File: config.mk
export PLATFORM = sky130hd
export DESIGN_NAME = isf_status
export DESIGN_NICKNAME = d
export VERILOG_FILES = /design/src/logic/isf_pkg.sv /design/src/logic/isf_flag_bank.sv /design/src/logic/isf_status.sv
export SDC_FILE = /design/constraint.sdc
export NUM_CORES = 1
export LEC_CHECK = 0
export BUFFER_PORTS_ARGS = -buffer_cell sky130_fd_sc_hd__buf_4
export CAP_MARGIN = 10
export CORE_UTILIZATION = 44
export CTS_CLUSTER_DIAMETER = 40
export DETAILED_ROUTE_END_ITERATION = 8
export PLACE_DENSITY = 0.83
export SLEW_MARGIN = 25
export SYNTH_ARGS = -nofsm -noshare
export SYNTH_HDL_FRONTEND = slang
export SYNTH_SLANG_ARGS = --single-unit
export TNS_END_PERCENT = 100
File: constraint.sdc
create_clock -name clock -period 3.4 [get_ports clock]
set_input_delay 0.17 -clock clock [delete_from_list [all_inputs] [get_ports clock]]
set_output_delay 0.17 -clock clock [all_outputs]
set_load 0.01 [all_outputs]
File: src/logic/isf_pkg.sv
package isf_pkg;

    // ------------------------------------------------------------
    // Register offsets on the host port
    // ------------------------------------------------------------
    localparam logic [7:0]  OFS_STATUS   = 8'h58;
    localparam logic [7:0]  OFS_ENABLE   = 8'h5c;
    localparam logic [7:0]  OFS_BYTETEST = 8'h64;

    // ------------------------------------------------------------
    // Flag bit positions
    // ------------------------------------------------------------
    localparam int BIT_SW      = 31;
    localparam int BIT_TXSTOP  = 25;
    localparam int BIT_RXSTOP  = 24;
    localparam int BIT_DROPMID = 23;
    localparam int BIT_TXDONE  = 21;
    localparam int BIT_RXXFER  = 20;
    localparam int BIT_TIMER   = 19;
    localparam int BIT_PHY     = 18;
    localparam int BIT_POWER   = 17;
    localparam int BIT_TSOVF   = 16;
    localparam int BIT_OVSIZE  = 15;
    localparam int BIT_RXERR   = 14;
    localparam int BIT_TXERR   = 13;
    localparam int BIT_TDOVR   = 10;
    localparam int BIT_TDAVAIL = 9;
    localparam int BIT_TSFULL  = 8;
    localparam int BIT_TSLEVEL = 7;
    localparam int BIT_RXDROP  = 6;
    localparam int BIT_RSFULL  = 4;
    localparam int BIT_RSLEVEL = 3;
    localparam int BIT_GPIO0   = 0;

    // ------------------------------------------------------------
    // Masks, reset values and constants
    // ------------------------------------------------------------
    localparam logic [31:0] MASK_IMPL     = 32'h83bfe7df;
    localparam logic [31:0] MASK_CLEAR    = 32'h83bbe7df;
    localparam logic [31:0] RST_STATUS    = 32'h00000000;
    localparam logic [31:0] RST_ENABLE    = 32'h00000000;
    localparam logic [31:0] BYTETEST_VAL  = 32'h87654321;
    localparam logic [31:0] DROP_BELOW    = 32'h7fffffff;
    localparam logic [31:0] DROP_MIDPOINT = 32'h80000000;
    localparam logic [15:0] TIMER_ZERO    = 16'h0000;
    localparam logic [15:0] TIMER_WRAP    = 16'hffff;
    localparam logic [13:0] OVERSIZE_LEN  = 14'h0800;

    // ------------------------------------------------------------
    // Carried groups
    // ------------------------------------------------------------
    typedef struct packed {
        logic        cs;
        logic        wr;
        logic        rd;
        logic [7:0]  addr;
        logic [31:0] wdata;
    } isf_bus_t;

    typedef struct packed {
        logic        stop_tx_req;
        logic        tx_halted;
        logic        rx_halted;
        logic [31:0] drop_count;
        logic        tx_done_marked;
        logic        rx_xfer_done;
        logic [15:0] timer_count;
        logic        phy_event;
        logic        power_event;
        logic        ts_overflow;
        logic        rx_frame_end;
        logic [13:0] rx_frame_len;
        logic        rx_error;
        logic        tx_error;
        logic        td_write;
        logic        td_full;
        logic [7:0]  td_free;
        logic [7:0]  td_level;
        logic        ts_full;
        logic [7:0]  ts_used;
        logic [7:0]  ts_level;
        logic        rx_dropped;
        logic        rs_full;
        logic [7:0]  rs_used;
        logic [7:0]  rs_level;
        logic [2:0]  gpio_event;
    } isf_events_t;

endpackage

File: src/logic/isf_flag_bank.sv
`timescale 1ns/1ns
module isf_flag_bank
#(
    parameter int          WIDTH = 32,
    parameter logic [31:0] MASK  = 32'hffffffff
)
(
    // Clock and reset
    input  wire logic             clock,
    input  wire logic             rst,
    // Set and clear vectors
    input  wire logic [WIDTH-1:0] set_vec,
    input  wire logic [WIDTH-1:0] clr_vec,
    // Sticky flags
    output logic      [WIDTH-1:0] flags
);

    // ------------------------------------------------------------
    // One sticky flag per bit set in MASK, other bits tied low; set beats clear
    // ------------------------------------------------------------
    genvar i;
    generate
        for (i = 0; i < WIDTH; i++)
        begin : g_flag
            if (MASK[i])
            begin : g_live
                always_ff @(posedge clock or posedge rst)
                begin
                    if (rst)
                        flags[i] <= 1'b0;
                    else
                        flags[i] <= set_vec[i] |
                                    (flags[i] & ~clr_vec[i]);
                end
            end
            else
            begin : g_dead
                assign flags[i] = 1'b0;
            end
        end
    endgenerate

endmodule

File: src/logic/isf_status.sv
`timescale 1ns/1ns
module isf_status
(
    // Clock and reset
    input  wire logic                clock,
    input  wire logic                rst,
    // Host register port
    input  wire isf_pkg::isf_bus_t    bus,
    output logic             [31:0]  rdata,
    // Event sources
    input  wire isf_pkg::isf_events_t ev,
    // Power state
    input  wire logic                low_power,
    output logic                     wake_request,
    // Interrupt requests
    output logic                     master_irq,
    output logic                     held_irq,
    output logic                     power_irq
);

    // ------------------------------------------------------------
    // Storage
    // ------------------------------------------------------------
    logic [31:0] status;
    logic [31:0] enable_r;
    logic [31:0] enable_nxt;
    logic [31:0] set_vec;
    logic [31:0] clr_vec;
    logic [31:0] status_view;
    logic [31:0] rdata_nxt;
    logic        rx_halted_r;
    logic        tx_stop_r;
    logic [31:0] drop_prev_r;
    logic [15:0] timer_prev_r;
    logic        phy_r;
    logic        wr_status;
    logic        wr_enable;
    logic        wr_bytetest;
    logic        tx_stop_now;
    logic        any_enabled;

    // ------------------------------------------------------------
    // Address decode
    // ------------------------------------------------------------
    // Write strobes per register
    assign wr_status   = bus.cs & bus.wr &
                         (bus.addr == isf_pkg::OFS_STATUS);
    assign wr_enable   = bus.cs & bus.wr &
                         (bus.addr == isf_pkg::OFS_ENABLE);
    assign wr_bytetest = bus.cs & bus.wr &
                         (bus.addr == isf_pkg::OFS_BYTETEST);

    // ------------------------------------------------------------
    // Enable register
    // ------------------------------------------------------------
    // Reserved bits never stored
    assign enable_nxt = bus.wdata & isf_pkg::MASK_IMPL;

    // Mask register, plain read/write
    always_ff @(posedge clock or posedge rst)
    begin
        if (rst)
            enable_r <= isf_pkg::RST_ENABLE;
        else if (wr_enable)
            enable_r <= enable_nxt;
    end

    // ------------------------------------------------------------
    // Edge history for source signals
    // ------------------------------------------------------------
    assign tx_stop_now = ev.stop_tx_req & ev.tx_halted;

    // Previous values for edge and wrap detection
    always_ff @(posedge clock or posedge rst)
    begin
        if (rst)
        begin
            rx_halted_r  <= 1'b0;
            tx_stop_r    <= 1'b0;
            drop_prev_r  <= 32'h00000000;
            timer_prev_r <= isf_pkg::TIMER_WRAP; // No false wrap at release
        end
        else
        begin
            rx_halted_r  <= ev.rx_halted;
            tx_stop_r    <= tx_stop_now;
            drop_prev_r  <= ev.drop_count;
            timer_prev_r <= ev.timer_count;
        end
    end

    // Transceiver event mirrored, not sticky
    always_ff @(posedge clock or posedge rst)
    begin
        if (rst)
            phy_r <= 1'b0;
        else
            phy_r <= ev.phy_event;
    end

    // ------------------------------------------------------------
    // Set vector, independent of the mask except for the software bit
    // ------------------------------------------------------------
    always_comb
    begin
        set_vec = 32'h00000000;
        set_vec[isf_pkg::BIT_SW] = wr_enable &
            bus.wdata[isf_pkg::BIT_SW] &
            ~enable_r[isf_pkg::BIT_SW];
        set_vec[isf_pkg::BIT_TXSTOP] = tx_stop_now &
            ~tx_stop_r;
        set_vec[isf_pkg::BIT_RXSTOP] = ev.rx_halted &
            ~rx_halted_r;
        set_vec[isf_pkg::BIT_DROPMID] =
            (drop_prev_r == isf_pkg::DROP_BELOW) &
            (ev.drop_count == isf_pkg::DROP_MIDPOINT);
        set_vec[isf_pkg::BIT_TXDONE] = ev.tx_done_marked;
        set_vec[isf_pkg::BIT_RXXFER] = ev.rx_xfer_done;
        set_vec[isf_pkg::BIT_TIMER] =
            (timer_prev_r == isf_pkg::TIMER_ZERO) &
            (ev.timer_count == isf_pkg::TIMER_WRAP);
        set_vec[isf_pkg::BIT_POWER] = ev.power_event;
        set_vec[isf_pkg::BIT_TSOVF] = ev.ts_overflow;
        set_vec[isf_pkg::BIT_OVSIZE] = ev.rx_frame_end &
            (ev.rx_frame_len > isf_pkg::OVERSIZE_LEN);
        set_vec[isf_pkg::BIT_RXERR] = ev.rx_error;
        set_vec[isf_pkg::BIT_TXERR] = ev.tx_error;
        set_vec[isf_pkg::BIT_TDOVR] = ev.td_write &
            ev.td_full;
        set_vec[isf_pkg::BIT_TDAVAIL] =
            ev.td_free > ev.td_level;
        set_vec[isf_pkg::BIT_TSFULL] = ev.ts_full;
        set_vec[isf_pkg::BIT_TSLEVEL] =
            ev.ts_used > ev.ts_level;
        set_vec[isf_pkg::BIT_RXDROP] = ev.rx_dropped;
        set_vec[isf_pkg::BIT_RSFULL] = ev.rs_full;
        set_vec[isf_pkg::BIT_RSLEVEL] =
            ev.rs_used > ev.rs_level;
        set_vec[isf_pkg::BIT_GPIO0 +: 3] = ev.gpio_event;
    end

    // Write-one-to-clear, clearable bits only
    assign clr_vec = wr_status ?
                     (bus.wdata & isf_pkg::MASK_CLEAR) :
                     32'h00000000;

    // ------------------------------------------------------------
    // Sticky flags
    // ------------------------------------------------------------
    isf_flag_bank
    #(
        .WIDTH (32),
        .MASK  (isf_pkg::MASK_CLEAR)
    )
    u_bank
    (
        .clock   (clock),
        .rst     (rst),
        .set_vec (set_vec),
        .clr_vec (clr_vec),
        .flags   (status)
    );

    // Status as seen by the host, with live transceiver bit
    always_comb
    begin
        status_view = status & isf_pkg::MASK_IMPL;
        status_view[isf_pkg::BIT_PHY] = phy_r;
    end

    // ------------------------------------------------------------
    // Read data
    // ------------------------------------------------------------
    always_comb
    begin
        rdata_nxt = 32'h00000000;
        case (bus.addr)
            isf_pkg::OFS_STATUS:   rdata_nxt = status_view;
            isf_pkg::OFS_ENABLE:   rdata_nxt = enable_r;
            isf_pkg::OFS_BYTETEST: rdata_nxt = isf_pkg::BYTETEST_VAL;
            default:               rdata_nxt = 32'h00000000;
        endcase
    end

    // Registered read answer, held between reads
    always_ff @(posedge clock or posedge rst)
    begin
        if (rst)
            rdata <= 32'h00000000;
        else if (bus.cs & bus.rd)
            rdata <= rdata_nxt;
    end

    // ------------------------------------------------------------
    // Wake and interrupt outputs
    // ------------------------------------------------------------
    // Only a byte-test write wakes the device
    always_ff @(posedge clock or posedge rst)
    begin
        if (rst)
            wake_request <= 1'b0;
        else
            wake_request <= wr_bytetest & low_power;
    end

    // Any enabled flag raised
    assign any_enabled = |(status_view & enable_r);

    // Master, held-off and bypass requests
    always_ff @(posedge clock or posedge rst)
    begin
        if (rst)
        begin
            master_irq <= 1'b0;
            held_irq   <= 1'b0;
            power_irq  <= 1'b0;
        end
        else
        begin
            master_irq <= any_enabled;
            held_irq   <= |(status_view & enable_r &
                            ~(32'h1 << isf_pkg::BIT_POWER));
            power_irq  <= status_view[isf_pkg::BIT_POWER] &
                          enable_r[isf_pkg::BIT_POWER];
        end
    end
endmodule

After elaboration in Yosys (flattened, before gate mapping)
Index checks and enable logic that the tools add are counted.
- input bits: 175
- register bits: 132
- $lt $le $gt $ge: 4
- reduce and logical (&&, ||, !) cells: 3
- mux-type cells: 2
- bitwise gates (word level): 86
- eq/ne operators: 6
- operators with widths (cell ; count):
    $pmux W32 S3 ; 1
    $and A1 B1 Y1 ; 38
    $and A32 B32 Y32 ; 1
    $eq A32 B31 Y1 const B ; 1
    $eq A32 B32 Y1 const B ; 1
    $mux W32 ; 1
    $reduce_or A32 Y1 ; 1
    $reduce_or A31 Y1 ; 1
    $not A1 Y1 ; 25
    $eq A8 B7 Y1 const B ; 3
    $gt A8 B8 Y1 ; 3
    $or A1 B1 Y1 ; 22
    $eq A16 B16 Y1 const B ; 1
    $logic_not A16 Y1 ; 1
    $gt A14 B12 Y1 const B ; 1

Depth between registers and ports, before layout
Gate-level depths: netlist of the first run.
- depth in word-level cells: 6
- mapped depth: 6
- depth with buffers taken out: 6

Modules after synthesis
A second synthesis of the first run with hierarchy kept.
- cells, all modules: 493
- area total of the unflattened synthesis: 5596.6 um^2
- modules (own cells, without submodules) (module ; cells each ; times used ; area each (um^2) ; seq. area each (um^2)):
    isf_status ; 415 ; 1 ; 4715.8 ; 2572.5
    isf_flag_bank ; 78 ; 1 ; 880.8 ; 550.5

Least setup slack after synthesis of the first run
OpenSTA, ideal clock, no wires.
- kind: input port to flip-flop
- start point: input port bus[39] (netlist bit)
- end point: register enable_r[10]
- stages: 6
- setup slack: 1.887 ns
- data arrival time: 1.388 ns
- data required time: 3.275 ns
- path buffers: 2
- library setup time: 0.125 ns
- cell sequence: nor4b_4 and2_1 and3_1 buf_6 buf_12 mux2_4
- cells in the longest elaborated chain, start to end: 2
- RTL lines (element ; line ; text):
    from (decl) ; isf_status.sv:8 ; input wire isf_pkg::isf_bus_t bus,
    $eq A8 B7 Y1 ; isf_status.sv:49 ; (bus.addr == isf_pkg::OFS_ENABLE);
    $and A1 B1 Y1 ; isf_status.sv:48 ; assign wr_enable = bus.cs & bus.wr &
    to (signal assigned) ; isf_status.sv:63 ; enable_r <= isf_pkg::RST_ENABLE;
    to (signal assigned) ; isf_status.sv:65 ; enable_r <= enable_nxt;
    to (decl) ; isf_status.sv:25 ; logic [31:0] enable_r;
No other way between the ends.
A chain may end at the register's enable or synchronous reset.

Worst setup path in the final report of the first run
- start point: input port bus[34] (netlist bit)
- end point: register u_bank.flags[10]
- cells in the longest elaborated chain, start to end: 6
- RTL lines (element ; line ; text):
    $eq A8 B7 Y1 ; isf_status.sv:47 ; (bus.addr == isf_pkg::OFS_STATUS);
    $and A1 B1 Y1 ; isf_status.sv:46 ; assign wr_status = bus.cs & bus.wr &
    $mux W32 ; isf_status.sv:143 ; assign clr_vec = wr_status ?
    $not A1 Y1 ; isf_flag_bank.sv:33 ; (flags[i] & ~clr_vec[i]);
    $and A1 B1 Y1 ; isf_flag_bank.sv:33 ;
    $or A1 B1 Y1 ; isf_flag_bank.sv:32 ; flags[i] <= set_vec[i] |
    to (signal, indexed assignment) ; isf_flag_bank.sv:32 ;
    to (decl) ; isf_flag_bank.sv:15 ; output logic [WIDTH-1:0] flags
No other way between the ends.

==> qor.txt, run 1 <==
Cell area after synthesis -> 5460 µm²
Synth area leaders -> dfrtp_1 50%, dfstp_2 7.7%, ha_1 5.5%, mux2_4 5.2%, a22oi_1 4.0%
Clock root cell -> clkbuf_16
Ys async rst share -> 100%
CP endpoint kind -> register
Vias in the first global route -> 5315
TritonCTS buffer count -> 17
Post-synth EDFFs -> 0
Max VDD drop -> 337 µV
Port buffer count -> 195
Fin util -> 71.2%
Clk pwr share -> 49.4%
CP Launch Type -> input pin
Setup TNS Final -> 0 ps
Final worst slack -> 1360 ps
Skew final -> 10.3 ps
Top-count cell post-synth -> dfrtp_1
Rows -> 40
Part of the cycle the worst path needs -> 60.1%
Postcts setup bufs -> 0
Worst R2R Path Depth -> 4
Synth top area share -> 49.5%
Max Clock Freq -> 490 MHz
Iter 0 DRT Violations -> 242
Synth area leader -> dfrtp_1
Pre-CTS WS -> 1200 ps
CTS tree -> done
Crit path kind -> in -> reg
Register area share after synthesis -> 57.2%
Final nets -> 945
Yosys cell types -> 47
WHS Endpoint -> wake_request
Ys flop type -> dfrtp_1
Worst skew pair latency -> 420 ps
Power share of the sequential group -> 39.4%
Total GRT Usage -> 26.4%
Sink Count -> 124
Vias/cell -> 5.23
Placer's final routability congestion estimate -> 0.789
Critical-path cell list -> buf_4 > and4bb_2 > and3_2 > nand2_1 > a22o_1 > dlygate4sd3_1
Die area -> 12900 µm²
Residual DRC -> 0
Gate power share -> 11.2%
MaxCap Viol Count -> 0
Switching power total -> 908 µW
Yosys reg bits -> 124
CP max stage delay -> 590 ps
Least-Margin Pin Slew -> 901 ps
Hold WC Path Type -> in -> reg
Fillers -> 808
I/O pin count -> 211
Clock Pin Slew Worst Setup and Hold Paths -> 60 ps
Die width -> 113 µm
Power Density -> 459 nW/µm²
Layout cells sized above 1 -> 37.0%
Top cell types by occurrence after synthesis -> 108 x dfrtp_1, 51 x nand2_1, 31 x inv_1
Initial antenna violation count -> 0
Die Y -> 113 µm
Area delta synth->final -> 57.4%
H-Tree Depth -> 4
Non-Filler Instances -> 927
CP Data Required Time -> 3700 ps
Worst r2r src -> drop_prev_r[31]
Post-cts sizing count -> 0
Hold Vio Cnt, Final -> 0
Drt first pass iters -> 4
Reg2Reg Setup Slack -> 1740 ps
Final setup fails -> 0
Antenna Nets Post-Route -> 0
Crit-path max FO -> 21
DR WL/cell -> 17.5 µm
Synth warn -> 0
Unrepaired setup endpoints after global routing -> no
Cell Int Power -> 3.04 mW
Syn Area/Cell -> 12.0 µm²
Via count -> 4852
HPWL Detailed -> 10.6 mm
Status -> completed
Cells after Synth -> 454
Hold Path Stages -> 2
Worst Path Arrival -> 2340 ps
Starting density of the core -> 45.3%
Antenna diodes -> 0
Slowest CP cell -> and3_2
Cells after DPL -> 804
Final slew viol count -> 0
Remaining Overflow, GRT -> 0
FF-to-FF End -> u_bank.flags[23]
Switching Share -> 23.0%
Maximum number of pins on one net before global-route repair -> 51
Min Tclk post-route -> 2040 ps
Core Box Area -> 12100 µm²
Clk buf depth -> 2
Post-Route WL -> 16.2 mm
Rel. slew slack -> 39.8%
First-pass GRT wire length -> 25.6 mm
Hold path start -> low_power
Static leakage -> 4.07 nW
-- per-layer routing --
layer	track usage [%]	vias to the layer above	routed length [µm]
met5	0	-	0
met4	8.33	0	211
met3	7.44	23	962
met2	49.1	192	8860
met1	29.0	2410	6160
li1	-	2227	-
-- flip-flops by register name, summed over array words and instances, names as in the netlist --
signal,flops
u_bank.flags,22
rdata,24
wake_request,1
rx_halted_r,1
power_irq,1
enable_r,23
held_irq,1
timer_prev_r,16
tx_stop_r,1
drop_prev_r,32
phy_r,1
master_irq,1
-- power groups by stage --
stage	registers (mW)	clock network, mW	logic (mW)
2_1_floorplan	1.57	0	0.134
3_5_place_dp	1.58	0	0.354
3_3_place_gp	1.57	0	0.336
6_report	1.55	1.95	0.442
4_1_cts	1.55	1.96	0.439
5_1_grt	1.56	2.04	0.480
-- layout by cell type, fill, tap and decap left out, types with 2 or more instances in the layout --
cell           instances
buf_4                199
dfrtp_1              108
dlygate4sd3_1         91
nand2_1               51
inv_1                 30
a22oi_1               29
o21ai_0               26
ha_1                  24
a21o_1                22
nand4_1               21
mux2_4                19
clkbuf_16             17
dfstp_2               16
nor4_1                13
a22o_1                 9
a21oi_1                7
conb_1                 6
inv_6                  5
and2_1                 4
mux2_2                 4
nor2_1                 4
o211ai_1               4
bufinv_16              4
clkinv_4               4
and3_2                 3
a221oi_1               3
nand4b_1               3
nand3_1                3
a211o_1                3
or4_1                  3
and3_1                 2
nor2b_1                2
a31oi_1                2
clkinvlp_4             2
-- stage by stage --
stage / area, µm² / power [mW] / hold slack, ps
finish: 8590 / 3.94 / 53.3
CTS: 8590 / 3.96 / 33.8
global route: 8590 / 4.08 / 35.2
global placement: 7040 / 1.91 / 283
detailed placement: 7040 / 1.93 / 289
floorplan: 5480 / 1.71 / 174
-- worst max-delay path by stage --
stage | end | startpoint | slack, ps
after floorplan | drop_prev_r[0] | rst | 1720
after global placement | enable_r[23] | bus[39] | 1240
after detailed placement | enable_r[21] | bus[39] | 1200
after CTS | u_bank.flags[10] | bus[34] | 1390
after global routing | u_bank.flags[10] | bus[34] | 1270
final | u_bank.flags[10] | bus[34] | 1360
-- kinds of logic (layout without fill, tap and decap cells) --
kind of cell    after synthesis  in the layout  synth area share [%]
other cells                   1              6                0.0687
simple gates                119            119                  12.2
mux                          23             23                  6.05
buf+inv                      54            354                  5.13
compound gates              109            109                  13.9
flops                       124            124                  57.2
fa+ha+maj                    24             24                  5.50
-- worst max-delay path: cells and delay by family --
family | cells | cell delay (ps)
simple gates | 3 | 1240
buf+inv | 2 | 730
compound gates | 1 | 190
-- cell type report --
type | instances | area (µm²) | share of cell area (%)
Inverter | 31 | 120 | 1.40
Clock inverter | 15 | 211 | 2.46
Sequential cell | 124 | 3120 | 36.4
Tap cell | 168 | 210 | 2.45
Timing Repair Buffer | 291 | 2420 | 28.2
Multi-Input combinational cell | 281 | 2080 | 24.2
Clock buffer | 17 | 425 | 4.95
-- timing repair --
action	CTS	global route
setup endpoints to repair	0	0
hold buffers	91	0
endpoints found under the hold margin	129	0
(Power assumes the default switching activity.)
==> run 2: changes to the inputs <==
--- a/config.mk
+++ b/config.mk
@@ -7,10 +7,10 @@
 export LEC_CHECK = 0
 export BUFFER_PORTS_ARGS = -buffer_cell sky130_fd_sc_hd__buf_4
 export CAP_MARGIN = 10
-export CORE_UTILIZATION = 44
+export CORE_UTILIZATION = 49
 export CTS_CLUSTER_DIAMETER = 40
 export DETAILED_ROUTE_END_ITERATION = 8
-export PLACE_DENSITY = 0.83
+export PLACE_DENSITY = 0.87
 export SLEW_MARGIN = 25
 export SYNTH_ARGS = -nofsm -noshare
 export SYNTH_HDL_FRONTEND = slang
==> constraint.sdc (replaced) <==
create_clock -name clock -period 2.01 [get_ports clock]
set_input_delay 0.1005 -clock clock [delete_from_list [all_inputs] [get_ports clock]]
set_output_delay 0.1005 -clock clock [all_outputs]
set_load 0.01 [all_outputs]
==> run 2 against run 1 <==
Hold slack got worse by 17 ps. Combinational power rose by 74%. Via count rose by 4.6%. Routed wire length rose by 7.9%. Global-route usage rose by 5.1 points. Setup slack got worse by 1100 ps. Critical path type unchanged. Critical endpoint is now u_bank.flags[14]. Largest cell class unchanged. Largest power group unchanged.
==> qor.txt, run 2 (same netlist as run 1, synthesis figures left out) <==
Status -> completed
Port buffer count -> 195 (unchanged)
Fin util -> 80.6% (+9.3 points)
Area delta synth->final -> 60.0%
CP endpoint kind -> register
Placer's final routability congestion estimate -> 0.835 (+5.9%)
End of the critical path -> u_bank.flags[14]
Part of the cycle the worst path needs -> 88.2%
Power, Total -> 6.49 mW (+65%)
Remaining Overflow, GRT -> 0 (unchanged)
Core Box Area -> 10800 µm² (-10%)
I/O pin count -> 211 (unchanged)
DR WL/cell -> 19.0 µm (+8.8%)
Switching Share -> 22.2% (-0.81 points)
Worst r2r src -> drop_prev_r[31]
Hold WC Path Type -> in -> reg
CP Data Required Time -> 2390 ps (-1310 ps)
Via count -> 5073 (+4.6%)
HPWL Detailed -> 10.3 mm (-2.3%)
MaxCap Viol Count -> 0 (unchanged)
Maximum number of pins on one net before global-route repair -> 57 (+12%)
Rows -> 38 (-5.0%)
Cell Int Power -> 5.05 mW (+66%)
Sink Count -> 124 (unchanged)
Most frequent cells in the layout -> 199 x buf_4, 108 x dfrtp_1, 108 x dlygate4sd3_1, 51 x nand2_1, 30 x inv_1
Die width -> 108 µm (-5.1%)
Starting density of the core -> 50.4% (+5.1 points)
Clk pwr share -> 47.7% (-1.7 points)
Unrepaired setup endpoints after global routing -> no
Total GRT Usage -> 31.5% (+5.1 points)
Gate power share -> 11.9% (+0.7 points)
Power share of the sequential group -> 40.4% (+1.0 points)
Static leakage -> 4.11 nW (+0.97%)
Worst R2R Path Depth -> 4 (unchanged)
Switching power total -> 1.44 mW (+59%)
Least-Margin Pin Slew -> 531 ps (-370 ps)
Non-Filler Instances -> 919 (-0.86%)
Hold Vio Cnt, Final -> 0 (unchanged)
Die area -> 11600 µm² (-10%)
CP Launch Point -> bus[39]
Die Y -> 108 µm (-5.1%)
Clock root cell -> clkbuf_8
Max Clock Freq -> 564 MHz
Rel. slew slack -> 64.5% (+25 points)
Residual DRC -> 0 (unchanged)
Vias in the first global route -> 5524 (+3.9%)
Reg2Reg Setup Slack -> 390 ps (-1350 ps)
Skew final -> 7.95 ps (-2.31 ps)
Final nets -> 964 (+2.0%)
FF-to-FF End -> u_bank.flags[23]
Post-Route WL -> 17.5 mm (+7.9%)
Final slew viol count -> 0 (unchanged)
CTS tree -> done
Hold Slack -> 35.9 ps (-17.4 ps)
Layout cells sized above 1 -> 35.7% (-1.3 points)
Top reg by flops -> drop_prev_r
H-Tree Depth -> 4 (unchanged)
Setup TNS Final -> 0 ps (unchanged)
Antenna Nets Post-Route -> 0 (unchanged)
Worst skew pair latency -> 500 ps (+80 ps)
Min Tclk post-route -> 1770 ps
Vias/cell -> 5.52 (+5.5%)
Max VDD drop -> 506 µV (+50%)
Clock Pin Slew Worst Setup and Hold Paths -> 60 ps (about the same)
Clk buf depth -> 2 (unchanged)
Max FFs per register -> 32 (unchanged)
Crit-path max FO -> 21 (unchanged)
Power Density -> 743 nW/µm² (+62%)
Worst Path Arrival -> 2150 ps (-190 ps)
Final setup fails -> 0 (unchanged)
Cells after DPL -> 778 (-3.2%)
Iter 0 DRT Violations -> 230 (-5.0%)
TritonCTS buffer count -> 17 (unchanged)
CP Launch Type -> input pin
Drt first pass iters -> 4 (unchanged)
Crit path kind -> in -> reg
Largest regs -> drop_prev_r: 32 flops, rdata: 24 flops, enable_r: 23 flops
First-pass GRT wire length -> 27.1 mm (+5.9%)
Post-cts sizing count -> 0 (unchanged)
Initial antenna violation count -> 1 (+1)
Commonest non-fill, non-tap cell in the layout -> buf_4
run 2: cell count changes in the layout (fill, tap and decap cells not counted), sizes merged:
cell	delta
clkbuf	+7
clkinv	-2
diode	+1
dlygate4sd3	+17
inv	-4
buf	+2
bufinv	-1
run 2: area by class of cell:
cell class	instances	area, µm²
Antenna cell	1	2.50
Clock buffer	24	470
Clock inverter	8	133
Fill cell	587	2110
Inverter	31	120
Multi-Input combinational cell	281	2070
Sequential cell	124	3120
Tap cell	140	175
Timing Repair Buffer	310	2640
run 2: critical path, stage by stage:
cell and delay (ps):
buf_4 120, nor4b_4 420, and3_2 590, nand2_1 160, a21o_1 200, dlygate4sd3_1 550
run 2: what timing repair did:
item | in CTS | in global routing
hold buffers | 108 | 0
endpoints found under the setup margin | 0 | 0
hold endpoints to repair | 119 | 0
setup buffers | 0 | 0
run 2: power groups by stage:
stage	Combinational, mW	Clock (mW)	Sequential (mW)
floorplan	0.227	0	2.66
global placement	0.572	0	2.66
detailed placement	0.601	0	2.66
CTS	0.751	3.11	2.62
global route	0.831	3.27	2.63
finish	0.770	3.09	2.62
run 2: worst min-delay path by stage:
stage | start | to | slack, ps | cells after the start
finish | bus[33] | u_bank.flags[3] | 40 | 5
global route | bus[32] | u_bank.flags[3] | 50 | 5
CTS | bus[39] | u_bank.flags[3] | 10 | 5
detailed placement | rst | drop_prev_r[17] | 160 | 2
global placement | rst | drop_prev_r[16] | 150 | 2
floorplan | ev[76] | timer_prev_r[0] | 100 | 0
run 2: through the flow:
step | worst slack [ps] | instance area [µm²]
2_1_floorplan | 397 | 5480
3_3_place_gp | 305 | 7050
3_5_place_dp | 255 | 7050
4_1_cts | 311 | 8730
5_1_grt | 193 | 8730
6_report | 236 | 8730
run 2: layer usage:
metal / share of wire [%] / global-route usage [%] / vias up
li1: - / - / 2265
met1: 36 / 33.9 / 2504
met2: 54 / 56.7 / 242
met3: 6.7 / 7.81 / 62
met4: 3.9 / 16.4 / 0
met5: 0 / 0 / -
==> run 3: changes to the inputs <==
--- a/config.mk
+++ b/config.mk
@@ -10,6 +10,7 @@
 export CORE_UTILIZATION = 49
 export CTS_CLUSTER_DIAMETER = 40
 export DETAILED_ROUTE_END_ITERATION = 8
+export MAX_ROUTING_LAYER = met4
 export PLACE_DENSITY = 0.87
 export SLEW_MARGIN = 25
 export SYNTH_ARGS = -nofsm -noshare
==> run 3 against run 2 <==
Total power is 0.12% higher. Core utilization is the same. Cell count is the same. Sequential power hardly changed.
==> qor.txt, run 3 (same netlist as run 1, synthesis figures left out) <==
Rows -> 38 (unchanged)
First-pass GRT wire length -> 27.1 mm (about the same)
Residual DRC -> 0 (unchanged)
CP Launch Type -> input pin
Postcts setup bufs -> 0 (unchanged)
Worst skew pair latency -> 510 ps (about the same)
DR WL/cell -> 18.9 µm (-0.55%)
Initial antenna violation count -> 1 (unchanged)
Rel. slew slack -> 64.6% (+0.081 points)
MaxCap Viol Count -> 0 (unchanged)
Antenna Nets Post-Route -> 0 (unchanged)
Fillers -> 587 (unchanged)
Iter 0 DRT Violations -> 220 (-4.3%)
Skew final -> 9.05 ps (+1.10 ps)
Power Density -> 744 nW/µm² (+0.12%)
Placer's final routability congestion estimate -> 0.848 (+1.5%)
Commonest non-fill, non-tap cell in the layout -> buf_4
I/O pin count -> 211 (unchanged)
Status -> completed
Die area -> 11600 µm² (unchanged)
Clk buf depth -> 2 (unchanged)
Drt first pass iters -> 4 (unchanged)
Part of the cycle the worst path needs -> 88.1% (-0.15 points)
TritonCTS buffer count -> 17 (unchanged)
Post-Route WL -> 17.4 mm (-0.55%)
Core Box Area -> 10800 µm² (unchanged)
CTS tree -> done
Final worst slack -> 239 ps (+3.00 ps)
Max FFs per register -> 32 (unchanged)
Maximum number of pins on one net before global-route repair -> 57 (unchanged)
Max VDD drop -> 504 µV (-0.35%)
Clock Pin Slew Worst Setup and Hold Paths -> 60 ps (about the same)
Final nets -> 964 (unchanged)
Sink Count -> 124 (unchanged)
Setup TNS Final -> 0 ps (unchanged)
Crit path kind -> in -> reg
Remaining Overflow, GRT -> 0 (unchanged)
CP endpoint kind -> register
Worst Path Arrival -> 2150 ps (about the same)
Die width -> 108 µm (unchanged)
Port buffer count -> 195 (unchanged)
Vias/cell -> 5.50 (-0.39%)
CP max stage delay -> 590 ps (about the same)
CP Data Required Time -> 2390 ps (about the same)
Die Y -> 108 µm (unchanged)
Min Tclk post-route -> 1770 ps (-3.00 ps)
Area delta synth->final -> 60.0% (unchanged)
Final setup fails -> 0 (unchanged)
Max Clock Freq -> 565 MHz (+0.17%)
Top reg by flops -> drop_prev_r
Unrepaired setup endpoints after global routing -> no
Clock root cell -> clkbuf_8
Largest regs -> drop_prev_r: 32 flops, rdata: 24 flops, enable_r: 23 flops
H-Tree Depth -> 4 (unchanged)
Reg2Reg Setup Slack -> 390 ps (about the same)
Total GRT Usage -> 32.4% (+0.89 points)
Hold Slack -> 27.2 ps (-8.66 ps)
Most frequent cells in the layout -> 199 x buf_4, 108 x dfrtp_1, 108 x dlygate4sd3_1, 51 x nand2_1, 30 x inv_1
Hold WC Path Type -> in -> reg
Starting density of the core -> 50.4% (unchanged)
Hold Vio Cnt, Final -> 0 (unchanged)
Static leakage -> 4.11 nW (unchanged)
HPWL Detailed -> 10.3 mm (unchanged)
Crit-path max FO -> 21 (unchanged)
Critical-path cell list -> buf_4 > nor4b_4 > and3_2 > nand2_1 > a21o_1 > dlygate4sd3_1
Slowest CP cell -> and3_2
Pre-CTS WS -> 255 ps (unchanged)
Vias in the first global route -> 5513 (-0.20%)
Final slew viol count -> 0 (unchanged)
Via count -> 5053 (-0.39%)
Layout cells sized above 1 -> 35.7% (unchanged)
Least-Margin Pin Slew -> 530 ps (-1.21 ps)
-- run 3: where the power goes --
part           leakage, nW  internal [mW]  switching [mW]  total, mW
sequential            1.49           2.59          0.0338       2.62
clock                0.290           2.00            1.10       3.10
combinational         2.33          0.457           0.312      0.769
-- run 3: path summary, 6_finish.rpt --
| kind | from | endpoint | cells after the start |
|---|---|---|---|
| worst min register to register | rdata[24] | rdata[24] | 2 |
| max in group asynchronous | rst | timer_prev_r[7] | 4 |
| min in group asynchronous | rst | drop_prev_r[28] | 3 |
| worst max-delay path | bus[39] | u_bank.flags[14] | 6 |
| worst max register to register | drop_prev_r[31] | u_bank.flags[23] | 4 |
| worst min-delay path | bus[33] | u_bank.flags[3] | 5 |
-- run 3: metal layers --
metal / vias up / wire length, µm / part of all wire [%] / GRT usage (%)
li1: 2264 / - / - / -
met1: 2526 / 6360 / 37 / 34.0
met2: 214 / 9440 / 54 / 56.9
met3: 49 / 1030 / 5.9 / 7.57
met4: 0 / 547 / 3.1 / 15.9
met5: - / 0 / 0 / -
-- run 3: final cells by class --
type                       count  area, µm²  share of cell area (%)
sequential                   124       3120                    35.8
timing repair buffer         310       2640                    30.2
multi-input combinational    281       2070                    23.8
clock buffer                  24        470                    5.39
tap                          140        175                    2.01
clock inverter                 8        133                    1.52
inverter                      31        120                    1.38
antenna                        1       2.50                  0.0287
-- run 3: timing repair --
action,in CTS,in global routing
endpoints found under the hold margin,119,0
gates resized for setup,0,0
hold buffers,108,0
-- run 3: critical path: cells and delay by family --
family,cells,cell delay (ps)
compound gates,1,200
buf+inv,2,670
simple gates,3,1180
-- run 3: stage by stage --
step	instance area, µm²	std cells	power, mW	util [%]
floorplan	5480	459	2.89	-
global placement	7050	778	3.23	65.0
detailed placement	7050	778	3.26	65.0
CTS	8730	918	6.49	80.5
global route	8730	919	6.73	80.6
finish	8730	919	6.50	80.6
